<file path="config.mk">
export PLATFORM = sky130hd
export DESIGN_NAME = tmma_unit
export DESIGN_NICKNAME = d
export VERILOG_FILES = /design/src/core/tmma_pkg.sv /design/src/core/tmma_div_if.sv /design/src/core/tmma_divider.sv /design/src/core/tmma_unit.sv
export SDC_FILE = /design/constraint.sdc
export NUM_CORES = 1
export LEC_CHECK = 0
export BUFFER_PORTS_ARGS = -buffer_cell sky130_fd_sc_hd__buf_2
export CAP_MARGIN = 20
export CORE_MARGIN = 3
export CORE_UTILIZATION = 55
export CTS_BUF_LIST = sky130_fd_sc_hd__clkbuf_4
export CTS_CLUSTER_DIAMETER = 200
export CTS_CLUSTER_SIZE = 20
export DETAILED_ROUTE_END_ITERATION = 10
export PLACE_DENSITY = 0.75
export SLEW_MARGIN = 20
export SYNTH_ARGS = -nofsm -noshare
export SYNTH_HDL_FRONTEND = slang
export SYNTH_SLANG_ARGS = --single-unit
</file>
<file path="constraint.sdc">
create_clock -name clk -period 18.57 [get_ports clk]
set_input_delay 2.7855 -clock clk [delete_from_list [all_inputs] [get_ports clk]]
set_output_delay 2.7855 -clock clk [all_outputs]
set_load 0.03 [all_outputs]
</file>
<file path="src/core/tmma_pkg.sv">
// Package: shared constants and types for the table statistics unit
package tmma_pkg;
    localparam int DATA_W = 16;
    localparam int ADDR_W = 16;
    localparam int LEN_W = 7;
    localparam int SUM_W = DATA_W + 6;
    localparam logic [LEN_W-1:0] LEN_MIN = 7'h01;
    localparam logic [LEN_W-1:0] LEN_MAX = 7'h40;
    localparam logic [ADDR_W-1:0] POS_SLOT = 16'h0001;
    localparam logic [DATA_W-1:0] DATA_RST = 16'h0000;
    localparam logic [SUM_W-1:0] SUM_RST = 22'h000000;
    localparam int DIV_CYCLES = SUM_W;
    typedef enum logic [1:0] {
        TMMA_OP_MIN,
        TMMA_OP_MAX,
        TMMA_OP_MEAN
    } tmma_op_t;
endpackage

</file>
<file path="src/core/tmma_div_if.sv">
// Interface: start/done handshake between the unit and its divider
`timescale 1ns/1ps
interface tmma_div_if;
    logic start;
    logic [tmma_pkg::SUM_W-1:0] dividend;
    logic [6:0] divisor;
    logic done;
    logic [tmma_pkg::DATA_W-1:0] quotient;
    modport master (output start, output dividend, output divisor, input done, input quotient);
    modport slave (input start, input dividend, input divisor, output done, output quotient);
endinterface

</file>
<file path="src/core/tmma_divider.sv">
// Sequential signed divider, truncating toward zero
`timescale 1ns/1ps
module tmma_divider (
    input wire logic clk,
    input wire logic rst,
    tmma_div_if.slave div
);
    localparam int W = tmma_pkg::SUM_W;
    logic [W-1:0] mag_reg, mag_next;
    logic [W-1:0] rem_reg, rem_next;
    logic neg_reg, neg_next;
    logic [5:0] cnt_reg, cnt_next;
    logic busy_reg, busy_next;
    logic done_reg, done_next;
    logic [W-1:0] q_reg, q_next;

    // Restoring division on magnitudes; sign applied at the end
    always_comb begin
        logic [W-1:0] trial;
        trial = '0;
        mag_next = mag_reg;
        rem_next = rem_reg;
        neg_next = neg_reg;
        cnt_next = cnt_reg;
        busy_next = busy_reg;
        done_next = 1'b0;
        q_next = q_reg;
        if (div.start && !busy_reg) begin
            neg_next = div.dividend[W-1];
            mag_next = div.dividend[W-1] ? W'(-div.dividend) : div.dividend;
            rem_next = '0;
            cnt_next = 6'(W);
            busy_next = 1'b1;
        end else if (busy_reg) begin
            trial = {rem_reg[W-2:0], mag_reg[W-1]};
            mag_next = {mag_reg[W-2:0], 1'b0};
            if (trial >= W'(div.divisor)) begin
                rem_next = trial - W'(div.divisor);
                mag_next[0] = 1'b1;
            end else begin
                rem_next = trial;
            end
            cnt_next = cnt_reg - 6'h01;
            if (cnt_reg == 6'h01) begin
                busy_next = 1'b0;
                done_next = 1'b1;
                q_next = neg_reg ? W'(-mag_next) : mag_next;
            end
        end
    end

    always_ff @(posedge clk or posedge rst) begin
        if (rst) begin
            mag_reg <= '0;
            rem_reg <= '0;
            neg_reg <= 1'b0;
            cnt_reg <= 6'h00;
            busy_reg <= 1'b0;
            done_reg <= 1'b0;
            q_reg <= '0;
        end else begin
            mag_reg <= mag_next;
            rem_reg <= rem_next;
            neg_reg <= neg_next;
            cnt_reg <= cnt_next;
            busy_reg <= busy_next;
            done_reg <= done_next;
            q_reg <= q_next;
        end
    end

    assign div.done = done_reg;
    assign div.quotient = q_reg[tmma_pkg::DATA_W-1:0];
endmodule

</file>
<file path="src/core/tmma_unit.sv">
// Table minimum / maximum / mean unit for the instruction sequencer
//
// Behaviour
// - min op scans n signed words from base, writes smallest to destination.
// - min op writes position of smallest to destination plus one.
// - tied minimum entries report the lowest position.
// - execution output goes active the cycle after the min position write.
// - enable low while idle: no operation, no writes, execution output low.
// - min entries are full-range two's-complement 16-bit values.
// - mean op writes arithmetic mean of n words then asserts output.
// - mean entries are signed 16-bit words.
// - max op writes largest to destination, position to next, asserts output.
// - tied maximum entries report the lowest position.
`timescale 1ns/1ps
module tmma_unit (
    input wire logic clk,
    input wire logic rst,
    input wire logic enable,
    input wire tmma_pkg::tmma_op_t op,
    input wire logic [tmma_pkg::ADDR_W-1:0] src_base,
    input wire logic [tmma_pkg::ADDR_W-1:0] dst_base,
    input wire logic [tmma_pkg::LEN_W-1:0] table_len,
    output logic rd_req,
    output logic [tmma_pkg::ADDR_W-1:0] rd_addr,
    input wire logic [tmma_pkg::DATA_W-1:0] rd_data,
    output logic wr_en,
    output logic [tmma_pkg::ADDR_W-1:0] wr_addr,
    output logic [tmma_pkg::DATA_W-1:0] wr_data,
    output logic exec_out
);
    typedef enum {ST_IDLE, ST_READ, ST_WAIT, ST_DIV, ST_WVAL, ST_WPOS, ST_DONE} tmma_state_t;
    localparam int DW = tmma_pkg::DATA_W;
    localparam int AW = tmma_pkg::ADDR_W;
    localparam int LW = tmma_pkg::LEN_W;
    localparam int SW = tmma_pkg::SUM_W;

    tmma_state_t state_reg, state_next;
    tmma_pkg::tmma_op_t op_reg, op_next;
    logic [AW-1:0] src_reg, src_next, dst_reg, dst_next;
    logic [LW-1:0] len_reg, len_next, idx_reg, idx_next;
    logic [DW-1:0] best_reg, best_next;
    logic [LW-1:0] pos_reg, pos_next;
    logic [SW-1:0] sum_reg, sum_next;
    logic rd_req_reg, rd_req_next;
    logic [AW-1:0] rd_addr_reg, rd_addr_next;
    logic wr_en_reg, wr_en_next;
    logic [AW-1:0] wr_addr_reg, wr_addr_next;
    logic [DW-1:0] wr_data_reg, wr_data_next;
    logic exec_reg, exec_next;

    tmma_div_if div ();

    tmma_divider u_div (
        .clk(clk),
        .rst(rst),
        .div(div)
    );

    // Strict compare keeps the first of equal entries
    function automatic logic better(input tmma_pkg::tmma_op_t o, input logic [DW-1:0] a,
                                    input logic [DW-1:0] b);
        if (o == tmma_pkg::TMMA_OP_MAX)
            return $signed(a) > $signed(b);
        return $signed(a) < $signed(b);
    endfunction

    assign div.start = (state_reg == ST_DIV) && (idx_reg == '0);
    assign div.dividend = sum_reg;
    assign div.divisor = len_reg;

    // Sequencer: one read per entry, one cycle read latency
    always_comb begin
        state_next = state_reg;
        op_next = op_reg;
        src_next = src_reg;
        dst_next = dst_reg;
        len_next = len_reg;
        idx_next = idx_reg;
        best_next = best_reg;
        pos_next = pos_reg;
        sum_next = sum_reg;
        rd_req_next = 1'b0;
        rd_addr_next = rd_addr_reg;
        wr_en_next = 1'b0;
        wr_addr_next = wr_addr_reg;
        wr_data_next = wr_data_reg;
        exec_next = exec_reg;
        case (state_reg)
            ST_IDLE: begin
                if (enable) begin
                    op_next = op;
                    src_next = src_base;
                    dst_next = dst_base;
                    // Lengths outside 1..64 are clamped; issuer must not send them
                    len_next = (table_len == '0) ? tmma_pkg::LEN_MIN :
                        (table_len > tmma_pkg::LEN_MAX) ? tmma_pkg::LEN_MAX : table_len;
                    idx_next = '0;
                    sum_next = tmma_pkg::SUM_RST;
                    state_next = ST_READ;
                end else begin
                    exec_next = 1'b0;
                end
            end
            ST_READ: begin
                rd_req_next = 1'b1;
                rd_addr_next = src_reg + AW'(idx_reg);
                state_next = ST_WAIT;
            end
            ST_WAIT: begin
                if (!rd_req_reg) begin
                    // Sign-extend: full signed range kept exactly
                    sum_next = sum_reg + SW'($signed(rd_data));
                    if (idx_reg == '0 || better(op_reg, rd_data, best_reg)) begin
                        best_next = rd_data;
                        pos_next = idx_reg;
                    end
                    idx_next = idx_reg + LW'(1);
                    if (idx_reg + LW'(1) == len_reg) begin
                        idx_next = '0;
                        state_next = (op_reg == tmma_pkg::TMMA_OP_MEAN) ? ST_DIV : ST_WVAL;
                    end else begin
                        state_next = ST_READ;
                    end
                end
            end
            ST_DIV: begin
                idx_next = LW'(1);
                if (div.done) begin
                    best_next = div.quotient;
                    state_next = ST_WVAL;
                end
            end
            ST_WVAL: begin
                wr_en_next = 1'b1;
                wr_addr_next = dst_reg;
                wr_data_next = best_reg;
                state_next = (op_reg == tmma_pkg::TMMA_OP_MEAN) ? ST_DONE : ST_WPOS;
            end
            ST_WPOS: begin
                wr_en_next = 1'b1;
                wr_addr_next = dst_reg + tmma_pkg::POS_SLOT;
                wr_data_next = DW'(pos_reg);
                state_next = ST_DONE;
            end
            ST_DONE: begin
                exec_next = 1'b1;
                state_next = ST_IDLE;
            end
            default: state_next = ST_IDLE;
        endcase
    end

    // Register all state and outputs
    always_ff @(posedge clk or posedge rst) begin
        if (rst) begin
            state_reg <= ST_IDLE;
            op_reg <= tmma_pkg::TMMA_OP_MIN;
            src_reg <= '0;
            dst_reg <= '0;
            len_reg <= tmma_pkg::LEN_MIN;
            idx_reg <= '0;
            best_reg <= tmma_pkg::DATA_RST;
            pos_reg <= '0;
            sum_reg <= tmma_pkg::SUM_RST;
            rd_req_reg <= 1'b0;
            rd_addr_reg <= '0;
            wr_en_reg <= 1'b0;
            wr_addr_reg <= '0;
            wr_data_reg <= tmma_pkg::DATA_RST;
            exec_reg <= 1'b0;
        end else begin
            state_reg <= state_next;
            op_reg <= op_next;
            src_reg <= src_next;
            dst_reg <= dst_next;
            len_reg <= len_next;
            idx_reg <= idx_next;
            best_reg <= best_next;
            pos_reg <= pos_next;
            sum_reg <= sum_next;
            rd_req_reg <= rd_req_next;
            rd_addr_reg <= rd_addr_next;
            wr_en_reg <= wr_en_next;
            wr_addr_reg <= wr_addr_next;
            wr_data_reg <= wr_data_next;
            exec_reg <= exec_next;
        end
    end

    assign rd_req = rd_req_reg;
    assign rd_addr = rd_addr_reg;
    assign wr_en = wr_en_reg;
    assign wr_addr = wr_addr_reg;
    assign wr_data = wr_data_reg;
    assign exec_out = exec_reg;

    // Checks on the sequencer outputs
    chk_idle_quiet: assert property (@(posedge clk) disable iff (rst)
        (state_reg == ST_IDLE && !enable) |=> !exec_out && !wr_en)
        else $error("exec or write while disabled");
    chk_pos_after_val: assert property (@(posedge clk) disable iff (rst)
        (wr_en && op_reg != tmma_pkg::TMMA_OP_MEAN && state_reg == ST_WPOS)
        |=> wr_en && wr_addr == $past(wr_addr) + tmma_pkg::POS_SLOT)
        else $error("position not written to next slot");
    // Last result write always sits in the cycle just before exec rises, for every op
    chk_exec_after_write: assert property (@(posedge clk) disable iff (rst)
        $rose(exec_out) |-> $past(wr_en))
        else $error("exec without result write");
    chk_read_in_table: assert property (@(posedge clk) disable iff (rst)
        rd_req |-> (rd_addr - src_reg) < AW'(len_reg))
        else $error("read outside table");
    chk_pos_in_table: assert property (@(posedge clk) disable iff (rst)
        (state_reg == ST_WPOS) |-> pos_reg < len_reg)
        else $error("position outside table");
    chk_best_ties: assert property (@(posedge clk) disable iff (rst)
        (state_reg == ST_WAIT && !rd_req_reg && idx_reg != '0 && rd_data == best_reg)
        |=> pos_reg == $past(pos_reg))
        else $error("tie moved position");
    chk_max_order: assert property (@(posedge clk) disable iff (rst)
        // First entry reloads best, so it may legally drop below an older result
        (state_reg == ST_WAIT && !rd_req_reg && op_reg == tmma_pkg::TMMA_OP_MAX
            && idx_reg != '0)
        |=> !($signed(best_reg) < $signed($past(best_reg))))
        else $error("max decreased");
    chk_div_bounded: assert property (@(posedge clk) disable iff (rst)
        div.start |-> ##[1:30] div.done)
        else $error("divider late");
    chk_mean_one_write: assert property (@(posedge clk) disable iff (rst)
        (state_reg == ST_WVAL && op_reg == tmma_pkg::TMMA_OP_MEAN) |=> ##1 !wr_en)
        else $error("mean wrote twice");
    cov_min: cover property (@(posedge clk) state_reg == ST_WPOS && op_reg == tmma_pkg::TMMA_OP_MIN);
    cov_max: cover property (@(posedge clk) state_reg == ST_WPOS && op_reg == tmma_pkg::TMMA_OP_MAX);
    cov_mean: cover property (@(posedge clk) div.done);
    cov_disabled: cover property (@(posedge clk) $fell(exec_out));
endmodule

</file>
# Word-level counts from Yosys, hierarchy flattened
# Index checks and enable logic that the tools add are counted.
# classes
add_sub_neg	8
order_cmp	4
n_eq_ne	16
muxes	51
n_bitwise	2
n_reduce_logical	22
# ops
operator	count
case mux 32 bit (6 select lines)	1
== test 32 x 3 -> 1 bit (second input constant)	4
2-to-1 mux 22 bit	5
2-to-1 mux 32 bit	3
case mux 16 bit (2 select lines)	3
== test 32 x 2 -> 1 bit (second input constant)	2
2-to-1 mux 16 bit	4
2-to-1 mux 21 bit	3
case mux 22 bit (2 select lines)	1
2-to-1 mux 7 bit	5
== test 32 x 1 -> 1 bit (second input constant)	1
zero test 32 bit	1
adder 22 bit	1
greater-or-equal comparator 22 x 7 -> 1 bit	1
negation 22 bit	1
case mux 7 bit (3 select lines)	1
subtractor 21 x 7 -> 21 bit	1
2-to-1 mux 1 bit	19
adder 16 x 1 -> 16 bit (second input constant)	1
adder 16 x 7 -> 16 bit	1
greater-than comparator 16 bit	1
< comparator 16 bit	1
negation 16 bit	1
AND reduction 3 bit	5
other kinds (23)	36
# totals
regBits	244
input_bits	60
out_inout_bits	51
wordCells	125

# Depth between registers and ports, before layout
# logic_depth
depth_word	11
depth_mapped	15
depth_no_buf	14

# Cells and area by module
# Synthesis repeated with hierarchy kept, for this count alone.
# unflattened
cells_unflattened	1349
hier_area_um2	12408.2
# by_module_without_submodules
module	n_inst	cells_each	area_per_inst_um2	seq_area_each_um2
tmma_unit	1	871	8090.3	3679.8
tmma_divider	1	478	4317.9	1701.6

# Least setup slack after synthesis
# No wires, ideal clock.
# synth_timing
path_kind	input -> register
start	in rd_data[11] (netlist bit)
end	reg best_reg[0]
setup_time_ps	125
arrival_ps	5026
required_time_ps	18445
path_slack_ps	13419
stages	11
n_path_buf	2
cell_sequence	ha_1 a21oi_1 o21a_1 a2bb2oi_1 nor3b_1 mux2_2 o2bb2a_2 buf_4 a21boi_2 buf_6 mux2_2
# synth_via
elab_chain_len	8
word_cells_on_any_way	9
cone_classes	order compare (2); eq/ne (1); mux (4); reduce/logical (2)
# synth_lines
item	line_no	source
start: declaration	tmma_unit.sv:25	input wire logic [tmma_pkg::DATA_W-1:0] rd_data,
greater-than comparator 16 bit	tmma_unit.sv:63	return $signed(a) > $signed(b);
2-to-1 mux 1 bit	tmma_unit.sv:62	if (o == tmma_pkg::TMMA_OP_MAX)
2-to-1 mux 1 bit (*)	tmma_unit.sv:64	return $signed(a) < $signed(b);
2-to-1 mux 1 bit (*)	tmma_unit.sv:110	if (!rd_req_reg) begin
2-to-1 mux 1 bit (*)	tmma_unit.sv:88	case (state_reg)
logical OR 1 bit (*)	tmma_unit.sv:113	if (idx_reg == '0 || better(op_reg, rd_data, best_reg)) begin
!= test 2 bit (no line) (*)	--	
AND reduction 4 bit (no line) (*)	--	
end signal: assignment	tmma_unit.sv:162	best_reg <= tmma_pkg::DATA_RST;
end signal: assignment	tmma_unit.sv:178	best_reg <= best_next;
end: declaration	tmma_unit.sv:41	logic [DW-1:0] best_reg, best_next;
# Every way passes the cells marked *; elsewhere a longest branch is shown, timed or not. The select of a mux whose other input is x is not followed.
# A chain may end at the register's enable or synchronous reset.

# Worst setup path after layout
# layout_timing
start	in rd_data[15] (netlist bit)
end	reg best_reg[0]
# Same word-level chain as after synthesis.

==> run summary <==
Synth Area in Simple Gates -> 14.9%
Vias -> 9544
Max_cap viols -> 0
Root Driver -> clkbuf_4
Max Slew Vio Count -> 0
DR iter-0 viols -> 565
Worst Setup Slack, final -> 13.28 ns
Dpl ws -> 12.37 ns
Crit-path max cell delay -> 0.65 ns
Synth Area in Compound Gates -> 16.2%
Core Region -> 22000 um^2
Starting Density -> 56.3%
CTS Buf Count -> 14
Final wirelength -> 28600 um
Multiplexer area fraction after synthesis -> 7.90%
Clock slew at reported path FFs -> 0.19 ns
Routability congestion estimate -> 0.892
Vias in the first global route -> 9324
Post-Syn Nets -> 1404
CP cell instances -> buf_2 > ha_1 > nand4_1 > nor2_1 > a2bb2oi_1 > nor3b_1 > mux2_2 > o2bb2a_2 > a21boi_4 > mux2_2
Reg2reg path depth -> 10
Ys Warns -> 0
DRC errors left -> 0
CP max stage cell -> a21boi_4
Final period util -> 28.5%
Clock power frac -> 26.2%
Crit path kind -> input port to flip-flop
# IOs -> 111
DR WL/cell -> 17.4 um
GR Util All Layers -> 23.6%
Ys flop type -> dfrtp_1
Synth Area in XOR/XNOR -> 7.37%
Worst hold path class -> flip-flop to flip-flop
Adder-cell share of the synthesized area -> 6.36%
Max VDD drop -> 0.0000419 V
Fillcell total -> 1912
Cells on Worst Hold Path -> 2
Comb pwr share -> 9.6%
Yosys top cell by area -> dfrtp_1
RSZ-0062 raised after global routing -> false
DP Wirelength -> 20600 um
Final Critical Period -> 5.29 ns
Flop pwr share -> 64.2%
Count leader, synth -> dfrtp_1
Worst Hold Path EP -> wr_addr[14]
Leak Pwr -> 6.50 nW
Sw Ratio -> 25.8%
Fin. Hold Viols -> 0
Met2 WL post-DR -> 13300 um
Arrival time at the worst endpoint -> 5.83 ns
Sequential area share after synthesis -> 43.6%
Die footprint -> 24300 um^2
Height of the die -> 156 um
CP endpoint kind -> flip-flop
Worst r2r src -> best_reg[15]
Layout cells sized above 1 -> 15.6%
Setup TNS -> 0 ns
Total congestion overflow -> 0
Top sig layer -> met4
Final core utilization -> 60.3%
Clk buf depth -> 3
Initial antenna violation count -> 2
R2r endpoint -> best_reg[0]
CTS H-tree depth -> 1
Die W -> 156 um
Clock sink count -> 215
CTS tree -> yes
DRT Pass-1 Iters -> 4
Relative slew margins -> 33.0%
CTS resizes -> 0
P per Cell Area -> 56.4 nW/um^2
Nets -> 1474
Delay-heaviest family, CP -> compound AO/OA/AOI/OAI gates
Crit path buf inv count -> 1
Top cells by area, synth -> dfrtp_1 43%, ha_1 5.9%, xor2_1 4.7%, o21ai_0 4.6%, nand2_1 4.1%
Number of flops mapped to enable cells by yosys -> 0
P_sw -> 0.193 mW
Top cells by count, synth -> 214 x dfrtp_1, 135 x nand2_1, 113 x o21ai_0, 76 x a21oi_1, 73 x nor2_1
Vias per Instance -> 5.82
Endpoints failing setup -> 0
FFs w/ async S/R, synth -> 100%
Syn Area/Cell -> 9.63 um^2
Main combinational cell family by area after synthesis -> compound AO/OA/AOI/OAI gates
Layout Skew -> 0.0306 ns
Largest net degree at the start of global routing -> 140
CP dominant cell by count -> mux2_2
PortBufs -> 110
Synth top area share -> 43.3%
Post-Synthesis Cells -> 1283
M1 wire length -> 13400 um
Worst path required time -> 19.11 ns
First-pass GRT wire length -> 47300 um
# Post-CTS Setup Buffers -> 0
Hold Crit Start -> wr_addr[14]
Worst Setup Start Kind -> input port
Synthesized cell area -> 12400 um^2
Worst-path fanout max -> 16
Pwr Total -> 0.746 mW
Fmax -> 189 MHz
Internal reg-to-reg setup slack -> 15.13 ns
Seq cells post-synth -> 215
Clock latency on the worst-skew pair -> 0.64 ns
Status -> finished, final reports clean
Pint -> 0.554 mW
DRT antenna net count -> 0
Worst Tran Pin Value -> 1.00 ns
Hold-fix buffers at CTS -> 0
Netlist cell types -> 72
Rows -> 54
Metal3 WL -> 1330 um
Area Overhead vs Synth -> 7.17%
[final cells by class]
type / count / area, um^2 / share of cell area, %
Tap cell: 280 / 350 / 2.65
Clock inverter: 1 / 7.51 / 0.0567
Inverter: 55 / 214 / 1.62
Antenna cell: 1 / 2.50 / 0.0189
Timing Repair Buffer: 117 / 603 / 4.55
Multi-Input combinational cell: 950 / 6520 / 49.3
Sequential cell: 215 / 5380 / 40.7
Clock buffer: 21 / 158 / 1.19
[metal layers]
| layer | vias to the layer above | track usage, % |
|---|---|---|
| li1 | 4667 | - |
| met1 | 4627 | 34.0 |
| met2 | 215 | 38.7 |
| met3 | 35 | 2.66 |
| met4 | 0 | 5.13 |
| met5 | - | 0 |
[worst max path at each step]
stage | start | slack [ns] | cells after the start | to
6_report | rd_data[15] | 13.28 | 10 | best_reg[0]
5_1_grt | rd_data[15] | 13.10 | 10 | best_reg[0]
4_1_cts | rd_data[15] | 13.08 | 10 | best_reg[0]
3_5_place_dp | rd_data[15] | 12.37 | 10 | best_reg[0]
3_3_place_gp | rd_data[15] | 12.44 | 10 | best_reg[0]
2_1_floorplan | rst | 9.91 | 1 | best_reg[0]
[power groups by stage]
stage | logic, mW | clock network, mW | registers [mW]
floorplan | 0.0504 | 0 | 0.484
global placement | 0.0701 | 0 | 0.487
detailed placement | 0.0717 | 0 | 0.487
CTS | 0.0720 | 0.204 | 0.479
global route | 0.0808 | 0.218 | 0.480
finish | 0.0718 | 0.195 | 0.479
[cells by family (layout without fill, tap and decap cells)]
group / count (synthesis) / count (layout)
muxes: 92 / 92
xor gates and xnor gates: 104 / 104
buffers and inverters: 118 / 194
DFF: 215 / 215
other: 0 / 1
and+or+nand+nor: 378 / 378
AOI/OAI and AO/OA: 315 / 315
adders and majority gates: 61 / 61
[metrics by stage]
stage                     cells  hold slack [ns]  area [um^2]
final                      1640            0.499        13200
after CTS                  1639            0.508        13200
after detailed placement   1617            0.466        13100
after global placement     1617            0.456        13100
after global routing       1640            0.537        13200
after floorplan            1283            0.448        12400
[tightest hold or removal path, cell delays in order (launching register included)]
cell	delay (ns)
dfrtp_1	0.38
nand2_1	0.04
o21ai_0	0.06
[cell usage in the layout (no fill, tap or decap), drive strengths merged, types with 18 or more instances in the layout]
cell    synthesis  final
xnor2          37     37
mux2i          48     48
mux2           44     44
nor3           21     21
clkbuf         54     21
inv            55     55
nand3          43     43
o31ai          28     28
nor2           73     73
a21oi          76     76
nand2         136    136
ha             58     58
dfrtp         214    214
xor2           67     67
buf             9    117
a22o           18     18
o21ai         114    114
Note: power is estimated with default switching activity, not from simulation.
